--- config.mk ---
export PLATFORM = sky130hd
export DESIGN_NAME = lane_status_bank
export DESIGN_NICKNAME = d
export VERILOG_FILES = /design/src/common/lane_status_pkg.sv /design/src/rtl/lane_err_counter.sv /design/src/rtl/lane_status_bank.sv
export VERILOG_INCLUDE_DIRS = /design/src /design/src/common
export SDC_FILE = /design/constraint.sdc
export NUM_CORES = 1
export LEC_CHECK = 0
export BUFFER_PORTS_ARGS = -buffer_cell sky130_fd_sc_hd__buf_2
export CORE_MARGIN = 2
export CORE_UTILIZATION = 30
export DETAILED_ROUTE_END_ITERATION = 6
export PLACE_DENSITY_LB_ADDON = 0.12
export SYNTH_ARGS = -nofsm -noshare
export SYNTH_HDL_FRONTEND = slang
export SYNTH_SLANG_ARGS = --single-unit
--- constraint.sdc ---
create_clock -name ref_clk -period 3 [get_ports ref_clk]
set_input_delay 0.3 -clock ref_clk [delete_from_list [all_inputs] [get_ports ref_clk]]
set_output_delay 0.3 -clock ref_clk [all_outputs]
set_load 0.01 [all_outputs]
--- src/common/lane_status_defines.svh ---
// Constants for the per-lane error count status bank.
`ifndef LANE_STATUS_DEFINES_SVH
`define LANE_STATUS_DEFINES_SVH

// ----------------------------------------------------------------------
// Register map (indexes; byte address is four times the index)
// ----------------------------------------------------------------------
`define LSB_LANE1_STATUS_IDX 12'h491
`define LSB_LANE2_STATUS_IDX 12'h492
`define LSB_LANE3_STATUS_IDX 12'h493
`define LSB_LANE4_STATUS_IDX 12'h494
`define LSB_LANE5_STATUS_IDX 12'h495
`define LSB_FIRST_LANE       1
`define LSB_NUM_LANES        5
`define LSB_ADDR_W           14

// ----------------------------------------------------------------------
// Field layout and values
// ----------------------------------------------------------------------
`define LSB_BIT_UNEXP_CTRL   2
`define LSB_BIT_NOT_IN_TABLE 1
`define LSB_BIT_BAD_DISP     0
`define LSB_BIT_ACTIVE       3
`define LSB_NUM_ERR          3
`define LSB_CNT_W            8
`define LSB_TERM_COUNT       8'hff
`define LSB_STATUS_RESET     8'h00

`endif

--- src/common/lane_status_pkg.sv ---
// Types shared by the lane error status bank and its counter module.
package lane_status_pkg;
  `include "lane_status_defines.svh"

  typedef logic [`LSB_NUM_ERR-1:0] err_flags_t;
  typedef logic [`LSB_CNT_W-1:0]   err_count_t;

  typedef enum logic {
    bus_idle,
    bus_ack
  } bus_state_t;

  typedef struct packed {
    err_count_t [`LSB_NUM_ERR-1:0] count;
    err_flags_t                    full;
  } err_cnt_state_t;

  typedef struct packed {
    bus_state_t                        bus;
    logic [31:0]                       readdata;
    logic [`LSB_NUM_LANES-1:0][7:0]    status;
  } bank_state_t;
endpackage

--- src/rtl/lane_err_counter.sv ---
// Three error counters of one lane with hold or rollover and terminal-count flags.
`timescale 1ns/100ps
`default_nettype none
`include "lane_status_defines.svh"
module lane_err_counter (
  // Clock and reset
  input  wire logic                        ref_clk,
  input  wire logic                        srst,
  // Lane side
  input  wire lane_status_pkg::err_flags_t err_event,
  input  wire lane_status_pkg::err_flags_t hold_en,
  input  wire logic                        counter_clear,
  // Flags
  output lane_status_pkg::err_flags_t      count_full
);
  import lane_status_pkg::*;

  err_cnt_state_t cur_ff;
  err_cnt_state_t nxt_cur;

  always_comb begin
    nxt_cur = cur_ff;
    for (int i = 0; i < `LSB_NUM_ERR; i++) begin
      if (counter_clear) begin
        // An error in the clearing cycle still counts as the first one.
        nxt_cur.count[i] = err_event[i] ? 8'h01 : 8'h00;
      end else if (err_event[i]) begin
        if (cur_ff.count[i] == `LSB_TERM_COUNT) begin
          nxt_cur.count[i] = hold_en[i] ? `LSB_TERM_COUNT : 8'h00;
        end else begin
          nxt_cur.count[i] = cur_ff.count[i] + 8'h01;
        end
      end
      // The flag survives a wrap so that a lost terminal count is still seen.
      nxt_cur.full[i] = (!counter_clear && err_event[i]
                         && cur_ff.count[i] == (`LSB_TERM_COUNT - 8'h01))
                        || (cur_ff.full[i] && !counter_clear);
    end
  end

  always_ff @(posedge ref_clk) begin
    if (srst) begin
      cur_ff <= '0;
    end else begin
      cur_ff <= nxt_cur;
    end
  end

  assign count_full = cur_ff.full;

  // ----------------------------------------------------------------------
  // Checks
  // ----------------------------------------------------------------------
  for (genvar g = 0; g < `LSB_NUM_ERR; g++) begin : g_chk
    a_hold_at_term: assert property (@(posedge ref_clk) disable iff (srst)
      hold_en[g] && !counter_clear && cur_ff.count[g] == 8'hff
      |=> cur_ff.count[g] == 8'hff)
      else $error("counter left terminal count with hold enabled");
    a_wrap_to_zero: assert property (@(posedge ref_clk) disable iff (srst)
      !hold_en[g] && !counter_clear && err_event[g] && cur_ff.count[g] == 8'hff
      |=> cur_ff.count[g] == 8'h00)
      else $error("counter did not wrap to zero");
    a_flag_on_reach: assert property (@(posedge ref_clk) disable iff (srst)
      !counter_clear && err_event[g] && cur_ff.count[g] == 8'hfe
      |=> count_full[g] && cur_ff.count[g] == 8'hff)
      else $error("flag not set when count reached terminal value");
    a_flag_sticky: assert property (@(posedge ref_clk) disable iff (srst)
      count_full[g] && !counter_clear |=> count_full[g])
      else $error("flag dropped without a counter clear");
    a_flag_clears: assert property (@(posedge ref_clk) disable iff (srst)
      counter_clear |=> !count_full[g] && cur_ff.count[g] <= 8'h01)
      else $error("flag or count survived a counter clear");
  end
endmodule
`default_nettype wire

--- src/rtl/lane_status_bank.sv ---
// Read-only per-lane error status bank on an Avalon-MM slave.
`timescale 1ns/100ps
`default_nettype none
`include "lane_status_defines.svh"
module lane_status_bank #(
  parameter int NUM_LANES = `LSB_NUM_LANES
) (
  // Clock and reset
  input  wire logic                        ref_clk,
  input  wire logic                        srst,
  // Avalon-MM slave
  input  wire logic [`LSB_ADDR_W-1:0]      avs_address,
  input  wire logic                        avs_read,
  input  wire logic                        avs_write,
  input  wire logic [31:0]                 avs_writedata,
  input  wire logic [3:0]                  avs_byteenable,
  output logic [31:0]                      avs_readdata,
  output logic                             avs_waitrequest,
  // Lane side, one slice per lane starting at lane 1
  input  wire logic [NUM_LANES-1:0]        lane_soft_reset,
  input  wire lane_status_pkg::err_flags_t [NUM_LANES-1:0] err_event,
  input  wire lane_status_pkg::err_flags_t [NUM_LANES-1:0] count_hold_en,
  input  wire logic [NUM_LANES-1:0]        counter_clear,
  // Flags for other logic
  output lane_status_pkg::err_flags_t [NUM_LANES-1:0] count_full_flags
);
  import lane_status_pkg::*;

  // ----------------------------------------------------------------------
  // Per-lane error counters
  // ----------------------------------------------------------------------
  err_flags_t [NUM_LANES-1:0] lane_full;

  for (genvar l = 0; l < NUM_LANES; l++) begin : g_lane
    lane_err_counter u_cnt (
      .ref_clk       (ref_clk),
      .srst          (srst),
      .err_event     (err_event[l]),
      .hold_en       (count_hold_en[l]),
      .counter_clear (counter_clear[l]),
      .count_full    (lane_full[l])
    );
  end

  assign count_full_flags = lane_full;

  // ----------------------------------------------------------------------
  // Status bytes and bus slave
  // ----------------------------------------------------------------------
  bank_state_t      cur_ff;
  bank_state_t      nxt_cur;
  logic [11:0]      word_idx;
  logic [11:0]      lane_off;
  logic             hit;

  // Writes are accepted and dropped; every register here is read-only.
  assign word_idx = avs_address[`LSB_ADDR_W-1:2];
  assign lane_off = word_idx - `LSB_LANE1_STATUS_IDX;
  assign hit      = (word_idx >= `LSB_LANE1_STATUS_IDX)
                    && (lane_off < 12'(NUM_LANES));

  always_comb begin
    nxt_cur = cur_ff;
    for (int l = 0; l < NUM_LANES; l++) begin
      nxt_cur.status[l]                  = `LSB_STATUS_RESET;
      // A lane in soft reset is not operating, so its active bit reads 0.
      nxt_cur.status[l][`LSB_BIT_ACTIVE] = !lane_soft_reset[l];
      nxt_cur.status[l][`LSB_BIT_UNEXP_CTRL]   = lane_full[l][`LSB_BIT_UNEXP_CTRL];
      nxt_cur.status[l][`LSB_BIT_NOT_IN_TABLE] = lane_full[l][`LSB_BIT_NOT_IN_TABLE];
      nxt_cur.status[l][`LSB_BIT_BAD_DISP]     = lane_full[l][`LSB_BIT_BAD_DISP];
    end
    case (cur_ff.bus)
      bus_idle: begin
        if (avs_read || avs_write) begin
          nxt_cur.bus      = bus_ack;
          nxt_cur.readdata = 32'h0000_0000;
          if (avs_read && hit) begin
            nxt_cur.readdata[7:0] = cur_ff.status[lane_off[2:0]];
          end
        end
      end
      bus_ack: begin
        nxt_cur.bus = bus_idle;
      end
      default: begin
        nxt_cur.bus = bus_idle;
      end
    endcase
  end

  always_ff @(posedge ref_clk) begin
    if (srst) begin
      cur_ff <= '0;
    end else begin
      cur_ff <= nxt_cur;
    end
  end

  // Every access waits exactly one cycle so that read data comes from a flop.
  assign avs_waitrequest = (avs_read || avs_write) && (cur_ff.bus != bus_ack);
  assign avs_readdata    = cur_ff.readdata;

  // ----------------------------------------------------------------------
  // Checks
  // ----------------------------------------------------------------------
  a_wait_one_cycle: assert property (@(posedge ref_clk) disable iff (srst)
    (avs_read || avs_write) && avs_waitrequest && cur_ff.bus == bus_idle
    |=> !avs_waitrequest)
    else $error("access not answered after one wait cycle");

  a_reserved_zero: assert property (@(posedge ref_clk) disable iff (srst)
    avs_read && !avs_waitrequest |-> avs_readdata[31:4] == 28'h0000000)
    else $error("reserved read data bits not zero");

  a_unmapped_zero: assert property (@(posedge ref_clk) disable iff (srst)
    avs_read && avs_waitrequest && cur_ff.bus == bus_idle && !hit
    |=> avs_readdata == 32'h0000_0000)
    else $error("unmapped read did not return zero");

  a_lane1_read: assert property (@(posedge ref_clk) disable iff (srst)
    avs_read && avs_waitrequest && cur_ff.bus == bus_idle
    && word_idx == `LSB_LANE1_STATUS_IDX
    |=> avs_readdata[7:0] == $past(cur_ff.status[0]))
    else $error("lane 1 status read returned wrong byte");

  for (genvar l = 0; l < NUM_LANES; l++) begin : g_chk
    a_active_in_reset: assert property (@(posedge ref_clk) disable iff (srst)
      lane_soft_reset[l] |=> !cur_ff.status[l][3])
      else $error("active bit set while lane in soft reset");

    // The sampled reset keeps the edge that releases reset from expecting a loaded byte.
    a_active_running: assert property (@(posedge ref_clk) disable iff (srst)
      !srst && !lane_soft_reset[l] |=> cur_ff.status[l][3])
      else $error("active bit clear while lane enabled");

    a_flags_mapped: assert property (@(posedge ref_clk) disable iff (srst)
      1'b1 |=> cur_ff.status[l][2] == $past(lane_full[l][2])
               && cur_ff.status[l][1] == $past(lane_full[l][1])
               && cur_ff.status[l][0] == $past(lane_full[l][0]))
      else $error("status flag bits not mapped to their counters");

    a_status_high_zero: assert property (@(posedge ref_clk) disable iff (srst)
      cur_ff.status[l][7:4] == 4'h0)
      else $error("reserved status bits not zero");
  end

  c_read_mapped: cover property (@(posedge ref_clk) disable iff (srst)
    avs_read && !avs_waitrequest && avs_readdata[3]);
  c_read_flag: cover property (@(posedge ref_clk) disable iff (srst)
    avs_read && !avs_waitrequest && avs_readdata[2:0] != 3'h0);
  c_write_dropped: cover property (@(posedge ref_clk) disable iff (srst)
    avs_write && !avs_waitrequest && avs_byteenable != 4'h0 && avs_writedata != 32'h0);
  c_lane_in_reset: cover property (@(posedge ref_clk) disable iff (srst)
    lane_soft_reset[0] ##1 !lane_soft_reset[0]);
endmodule
`default_nettype wire

## Word-level counts from Yosys, hierarchy flattened

Cells that the tools add are included.

| word-level totals | value |
|---|---|
| input bits | 94 |
| flip-flop bits (word level) | 184 |

| operators by class | value |
|---|---|
| $add $sub $neg | 16 |
| magnitude comparators | 3 |
| muxes and demuxes | 80 |
| reduce and logical (&&, ||, !) cells | 90 |
| equal/unequal tests | 30 |
| bitwise logic cells | 1 |

Operators with widths:

| kind | number |
|---|---|
| 8-bit two-way mux | 62 |
| 8-bit == test (second input constant) | 30 |
| 8-bit by 1-bit adder with 8-bit output (second input constant) | 15 |
| 1-bit logical AND | 48 |
| 33-bit two-way mux | 1 |
| 2-bit nonzero test | 15 |
| 8-bit binary-select mux with 3-bit select | 1 |
| 1-bit logical OR | 16 |
| 1-bit two-way mux | 15 |
| 12-bit by 11-bit >= comparator with 1-bit output (second input constant) | 1 |
| 12-bit by 3-bit less-than comparator with 1-bit output (second input constant) | 1 |
| 12-bit by 11-bit subtractor with 12-bit output (second input constant) | 1 |
| 1-bit logical NOT | 10 |
| 3-bit by 4-bit less-than comparator with 1-bit output (second input constant) | 1 |
| 1-bit case mux with 2 select lines | 1 |
| 2-bit AND reduction | 1 |
| 1-bit NOT | 1 |

## Depth between registers and ports, before layout

| depth | value |
|---|---|
| word-level depth | 7 |
| mapped depth | 8 |
| gate-level depth less buffers | 7 |

## Cells and area by module

A second synthesis with hierarchy kept.

| second synthesis, totals | value |
|---|---|
| cells, all modules | 1185 |
| area total of the unflattened synthesis | 9464.1 um2 |

Modules (own cells, without submodules):

| module | seq. area each (um2) | cells an instance | instances | area each (um2) |
|---|---|---|---|---|
| lane_err_counter at g_lane[0].u_cnt ... | 540.5 | 207 | 4 | 1619.1 |
| lane_err_counter at g_lane[2].u_cnt | 540.5 | 209 | 1 | 1621.6 |
| lane_status_bank | 500.5 | 148 | 1 | 1366.3 |

## Worst setup path after synthesis

OpenSTA, ideal clock, no wires.

| timing | value |
|---|---|
| path type | input to register |
| start | input port avs_address[2] |
| end | register cur_ff, in the netlist avs_readdata[0] |
| library setup time | 0.087 ns |
| arrival | 1.828 ns |
| data required time | 2.913 ns |
| setup slack | 1.085 ns |
| stages | 8 |
| path through | buf_2 > inv_1 > ha_1 > nor3b_1 > o22ai_1 > xnor2_1 > a211o_2 > o31ai_1 |

| on the way | value |
|---|---|
| word-level cells in the longest chain between the ends | 5 |
| elaborated cells on any way between the ends | 8 |

RTL lines:

| what | RTL line | source |
|---|---|---|
| start: declaration | lane_status_bank.sv:12 | `` input wire logic [`LSB_ADDR_W-1:0] avs_address, `` |
| 12-bit by 11-bit subtractor with 12-bit output (no source line) | - |  |
| 12-bit by 3-bit less-than comparator with 1-bit output | lane_status_bank.sv:60 | `&& (lane_off < 12'(NUM_LANES));` |
| 1-bit logical AND | lane_status_bank.sv:59 | `` assign hit = (word_idx >= `LSB_LANE1_STATUS_IDX) `` |
| 1-bit logical AND | lane_status_bank.sv:77 | `if (avs_read && hit) begin` |
| 8-bit two-way mux (*) | lane_status_bank.sv:77 |  |
| end signal: assignment | lane_status_bank.sv:95 | `cur_ff <= nxt_cur;` |
| end: declaration | lane_status_bank.sv:50 | `bank_state_t cur_ff;` |

Every way passes the cells marked *; elsewhere a longest branch is shown, timed or not. The select of a mux whose other input is x is not followed.
A chain may end at the register's enable or synchronous reset.

## Worst setup path in the final report

| timing | value |
|---|---|
| start | register g_lane[2].u_cnt.cur_ff[11] (netlist name) |
| end | register g_lane[2].u_cnt.cur_ff[15] (netlist name) |

| on the way | value |
|---|---|
| word-level cells in the longest chain between the ends | 4 |
| elaborated cells on any way between the ends | 5 |

RTL lines:

| what | RTL line | source |
|---|---|---|
| start: declaration | lane_err_counter.sv:18 | `err_cnt_state_t cur_ff;` |
| start signal: assignment | lane_err_counter.sv:45 | `cur_ff <= nxt_cur;` |
| 8-bit by 1-bit adder with 8-bit output or 8-bit == test (tied branches) | - |  |
| 8-bit two-way mux (*) | lane_err_counter.sv:28 | `` if (cur_ff.count[i] == `LSB_TERM_COUNT) begin `` |
| 8-bit two-way mux (*) | lane_err_counter.sv:27 | `end else if (err_event[i]) begin` |
| 8-bit two-way mux (*) | lane_err_counter.sv:24 | `if (counter_clear) begin` |

Marks and branches as above.

==> results_dict.tcl <==
set metrics [dict create \
    finalMaxSlewViolations 0 \
    num_rows 63 \
    reg2reg_depth 6 \
    critPathTopFamily "simple AND/OR/NAND/NOR gates" \
    port_buffers 75 \
    seq_area_frac_synth_pct 35.96 \
    synth-simple-area-share_pct 28.54 \
    placed_cell_area_mm2 0.009351 \
    post-cts-setup-buffers 0 \
    wl_um 22310 \
    hold_viol 0 \
    final_cell_mix "dfxtp_1, nor2_1, nand3_1, a21oi_1, nand2_1" \
    grt.busiest_layer "met2" \
    clockBufferDepth 2 \
    core_mm2 0.02940 \
    ir_drop_mv 0.3555 \
    hp-start "lane_soft_reset[2]" \
    die_h_um 176.3 \
    async_reset_ff_share_pct 0 \
    grt-ovfl-total 0 \
    min_period_over_period_pct 70.68 \
    cts.htree.levels 4 \
    clk_latency_ns 0.42 \
    antennaDiodeCount 0 \
    synth_cells 1124 \
    path_cells "ha_1, nand4_1, nor3_1, nor3b_1, a41oi_1, a311oi_1" \
    synthesis.area_mm2 0.008907 \
    fmax_mhz 471.6 \
    drv_cap 0 \
    finalSetupTns_ns 0 \
    synth_edf_count 0 \
    skew_ns 0.008735 \
    path_buf_inv 0 \
    ant_nets 0 \
    use_met1_pct 19.82 \
    min_period_ns 2.120 \
    synthAdderAreaFrac_pct 4.635 \
    routedWlPerCell_um 14.37 \
    holdPathStages 2 \
    cp.arrival_ns 2.45 \
    syn2layout_area_growth_pct 11.39 \
    hold_buffers 0 \
    syn_area_per_cell_um2 7.925 \
    cts.repair.resized 0 \
    required_ns 3.33 \
    relSlewSlack_pct 49.83 \
    reg2reg_to "g_lane[2].u_cnt.cur_ff[15]" \
    place.gp.congestion 0.7708 \
    ios 142 \
    synth_compound_area_share_pct 21.56 \
    tightestPinTransition_ns 0.7510 \
    ys.flop_type "dfxtp_1" \
    holdPathEnd "cur_ff[19]" \
    start_kind "register" \
    ys_ff_latch 160 \
    grt_start_max_net_pins 106 \
    yosys_warnings 0 \
    dpl.hpwl_um 15620 \
    vias 8127 \
    fp.dieArea_mm2 0.03109 \
    grt_pass1_wl_um 36740 \
    final_common_cell "dfxtp_1" \
    cts.sinks 160 \
    finalInstanceArea_mm2 0.009922 \
    drt_iter0_markers 388 \
    grt_pass1_vias 7259 \
    tritoncts "done" \
    setup_viol 0 \
    synth_xor_area_share_pct 0.2950 \
    status "complete, no violations" \
    synth.distinct_cells 59 \
    drive_above_1_share_pct 11.18 \
    worstHoldPathType "input pin to register" \
    worstPathMaxFanout 7 \
    drc 0 \
    num-nets-final 1277 \
    track_usage_pct 14.35 \
    reg2reg_from "g_lane[2].u_cnt.cur_ff[11]" \
    cts_root_buf "clkbuf_16" \
    p_leak_nw 3.702 \
    vias_per_cell 5.233 \
    cp_slowest_cell "nor3b_1" \
    synth.area.mux_share_pct 1.349 \
    met3_usage_pct 2.993 \
    path_class "register to register" \
    power_density_mw_per_mm2 469.7 \
    dieWidth_um 176.3 \
    clk_pin_slew_ns 0.07 \
    r2r_slack_ns 0.88 \
    synth_top_family_by_area "simple AND/OR/NAND/NOR gates" \
    grt_antenna_before_repair 1 \
    crit_path_end_kind "register" \
    grt_setup_unrepaired "false" \
    max_stage_delay_ns 0.62 \
    firstDrtPassIters 5 \
    initial_core_util_pct 30.29 \
    cts_made_buffers 17 \
    use_met2_pct 22.45 \
]
## report_power, final
group | internal, mW | switching [mW]
clock network | 1.23 | 0.892
registers | 2.15 | 0.0330
logic | 0.119 | 0.234
## final cells by class
class	instances	area [um^2]
clock inverters	8	78.83
multi-input cells	861	5127
inverters	32	120.1
clock buffers	24	491.7
well taps	390	488.0
fillers	3120	19480
flip-flops and latches	160	3203
repair buffers	78	412.9
## worst max path at each step
stage                                     startpoint                          to  slack (ns)  cells after the start
after floorplan                       avs_address[2]             avs_readdata[0]        1.09                      8
after global placement                avs_address[2]             avs_readdata[2]        0.83                      8
after detailed placement              avs_address[2]             avs_readdata[1]        0.84                      8
after CTS                  g_lane[2].u_cnt.cur_ff[3]   g_lane[2].u_cnt.cur_ff[7]        0.91                      6
after global routing       g_lane[2].u_cnt.cur_ff[3]   g_lane[2].u_cnt.cur_ff[7]        0.65                      6
final                     g_lane[2].u_cnt.cur_ff[11]  g_lane[2].u_cnt.cur_ff[15]        0.88                      6
## cell families (layout without fill, tap and decap cells)
| family | after synthesis | in the layout |
|---|---|---|
| other | 1 | 28 |
| AND/OR/NAND/NOR | 491 | 491 |
| flip-flops | 160 | 160 |
| AO/OA/AOI/OAI | 299 | 299 |
| buffers and inverters | 130 | 142 |
| adder cells (fa/ha/maj) | 33 | 33 |
| multiplexers | 7 | 7 |
| XOR/XNOR | 3 | 3 |
## routing by layer
| metal | vias to the layer above | part of all wire (%) |
|---|---|---|
| met5 | - | 0.049 |
| met3 | 19 | 3.8 |
| li1 | 4147 | - |
| met1 | 3808 | 50 |
| met4 | 2 | 1.2 |
| met2 | 151 | 45 |
## sequential cells by signal (all words and copies together), names as in the netlist
signal	count
avs_readdata	4
cur_ff	21
g_lane.u_cnt.count_full	15
g_lane.u_cnt.cur_ff	120
## metrics by stage
step                      util, %  setup WS, ns  instances  hold WS [ns]  power (mW)
final                       33.75        0.8797       1553       0.03646       4.660
after detailed placement    31.81        0.8409       1521        0.4364       2.584
after global placement      31.81        0.8280       1521        0.4460       2.585
after floorplan                 -         1.085       1151        0.3667       2.485
after global routing        33.75        0.6548       1553       0.02172       4.883
after CTS                   33.75        0.9129       1553       0.01212       4.754
## cell usage after synthesis (6+ instances only)
library cell | number | area [um^2]
a22oi_1 | 18 | 135.1
nor2b_1 | 15 | 93.84
a21o_1 | 10 | 75.07
a31oi_1 | 33 | 206.5
buf_2 | 8 | 40.04
a21oi_1 | 99 | 495.5
and4_1 | 22 | 192.7
a311oi_1 | 18 | 157.7
a41oi_1 | 27 | 236.5
nor3_1 | 54 | 270.3
o311a_1 | 6 | 60.06
nand3b_1 | 7 | 52.55
nor2_1 | 104 | 390.4
o31ai_1 | 7 | 52.55
and3_1 | 46 | 287.8
buf_4 | 48 | 360.4
inv_1 | 32 | 120.1
nand4_1 | 19 | 118.9
clkbuf_1 | 41 | 153.9
o21ai_0 | 57 | 285.3
or3_1 | 6 | 37.54
nand3_1 | 99 | 495.5
nand2_1 | 92 | 345.3
ha_1 | 33 | 412.9
dfxtp_1 | 160 | 3203
Power figures use the tool's default switching activity.
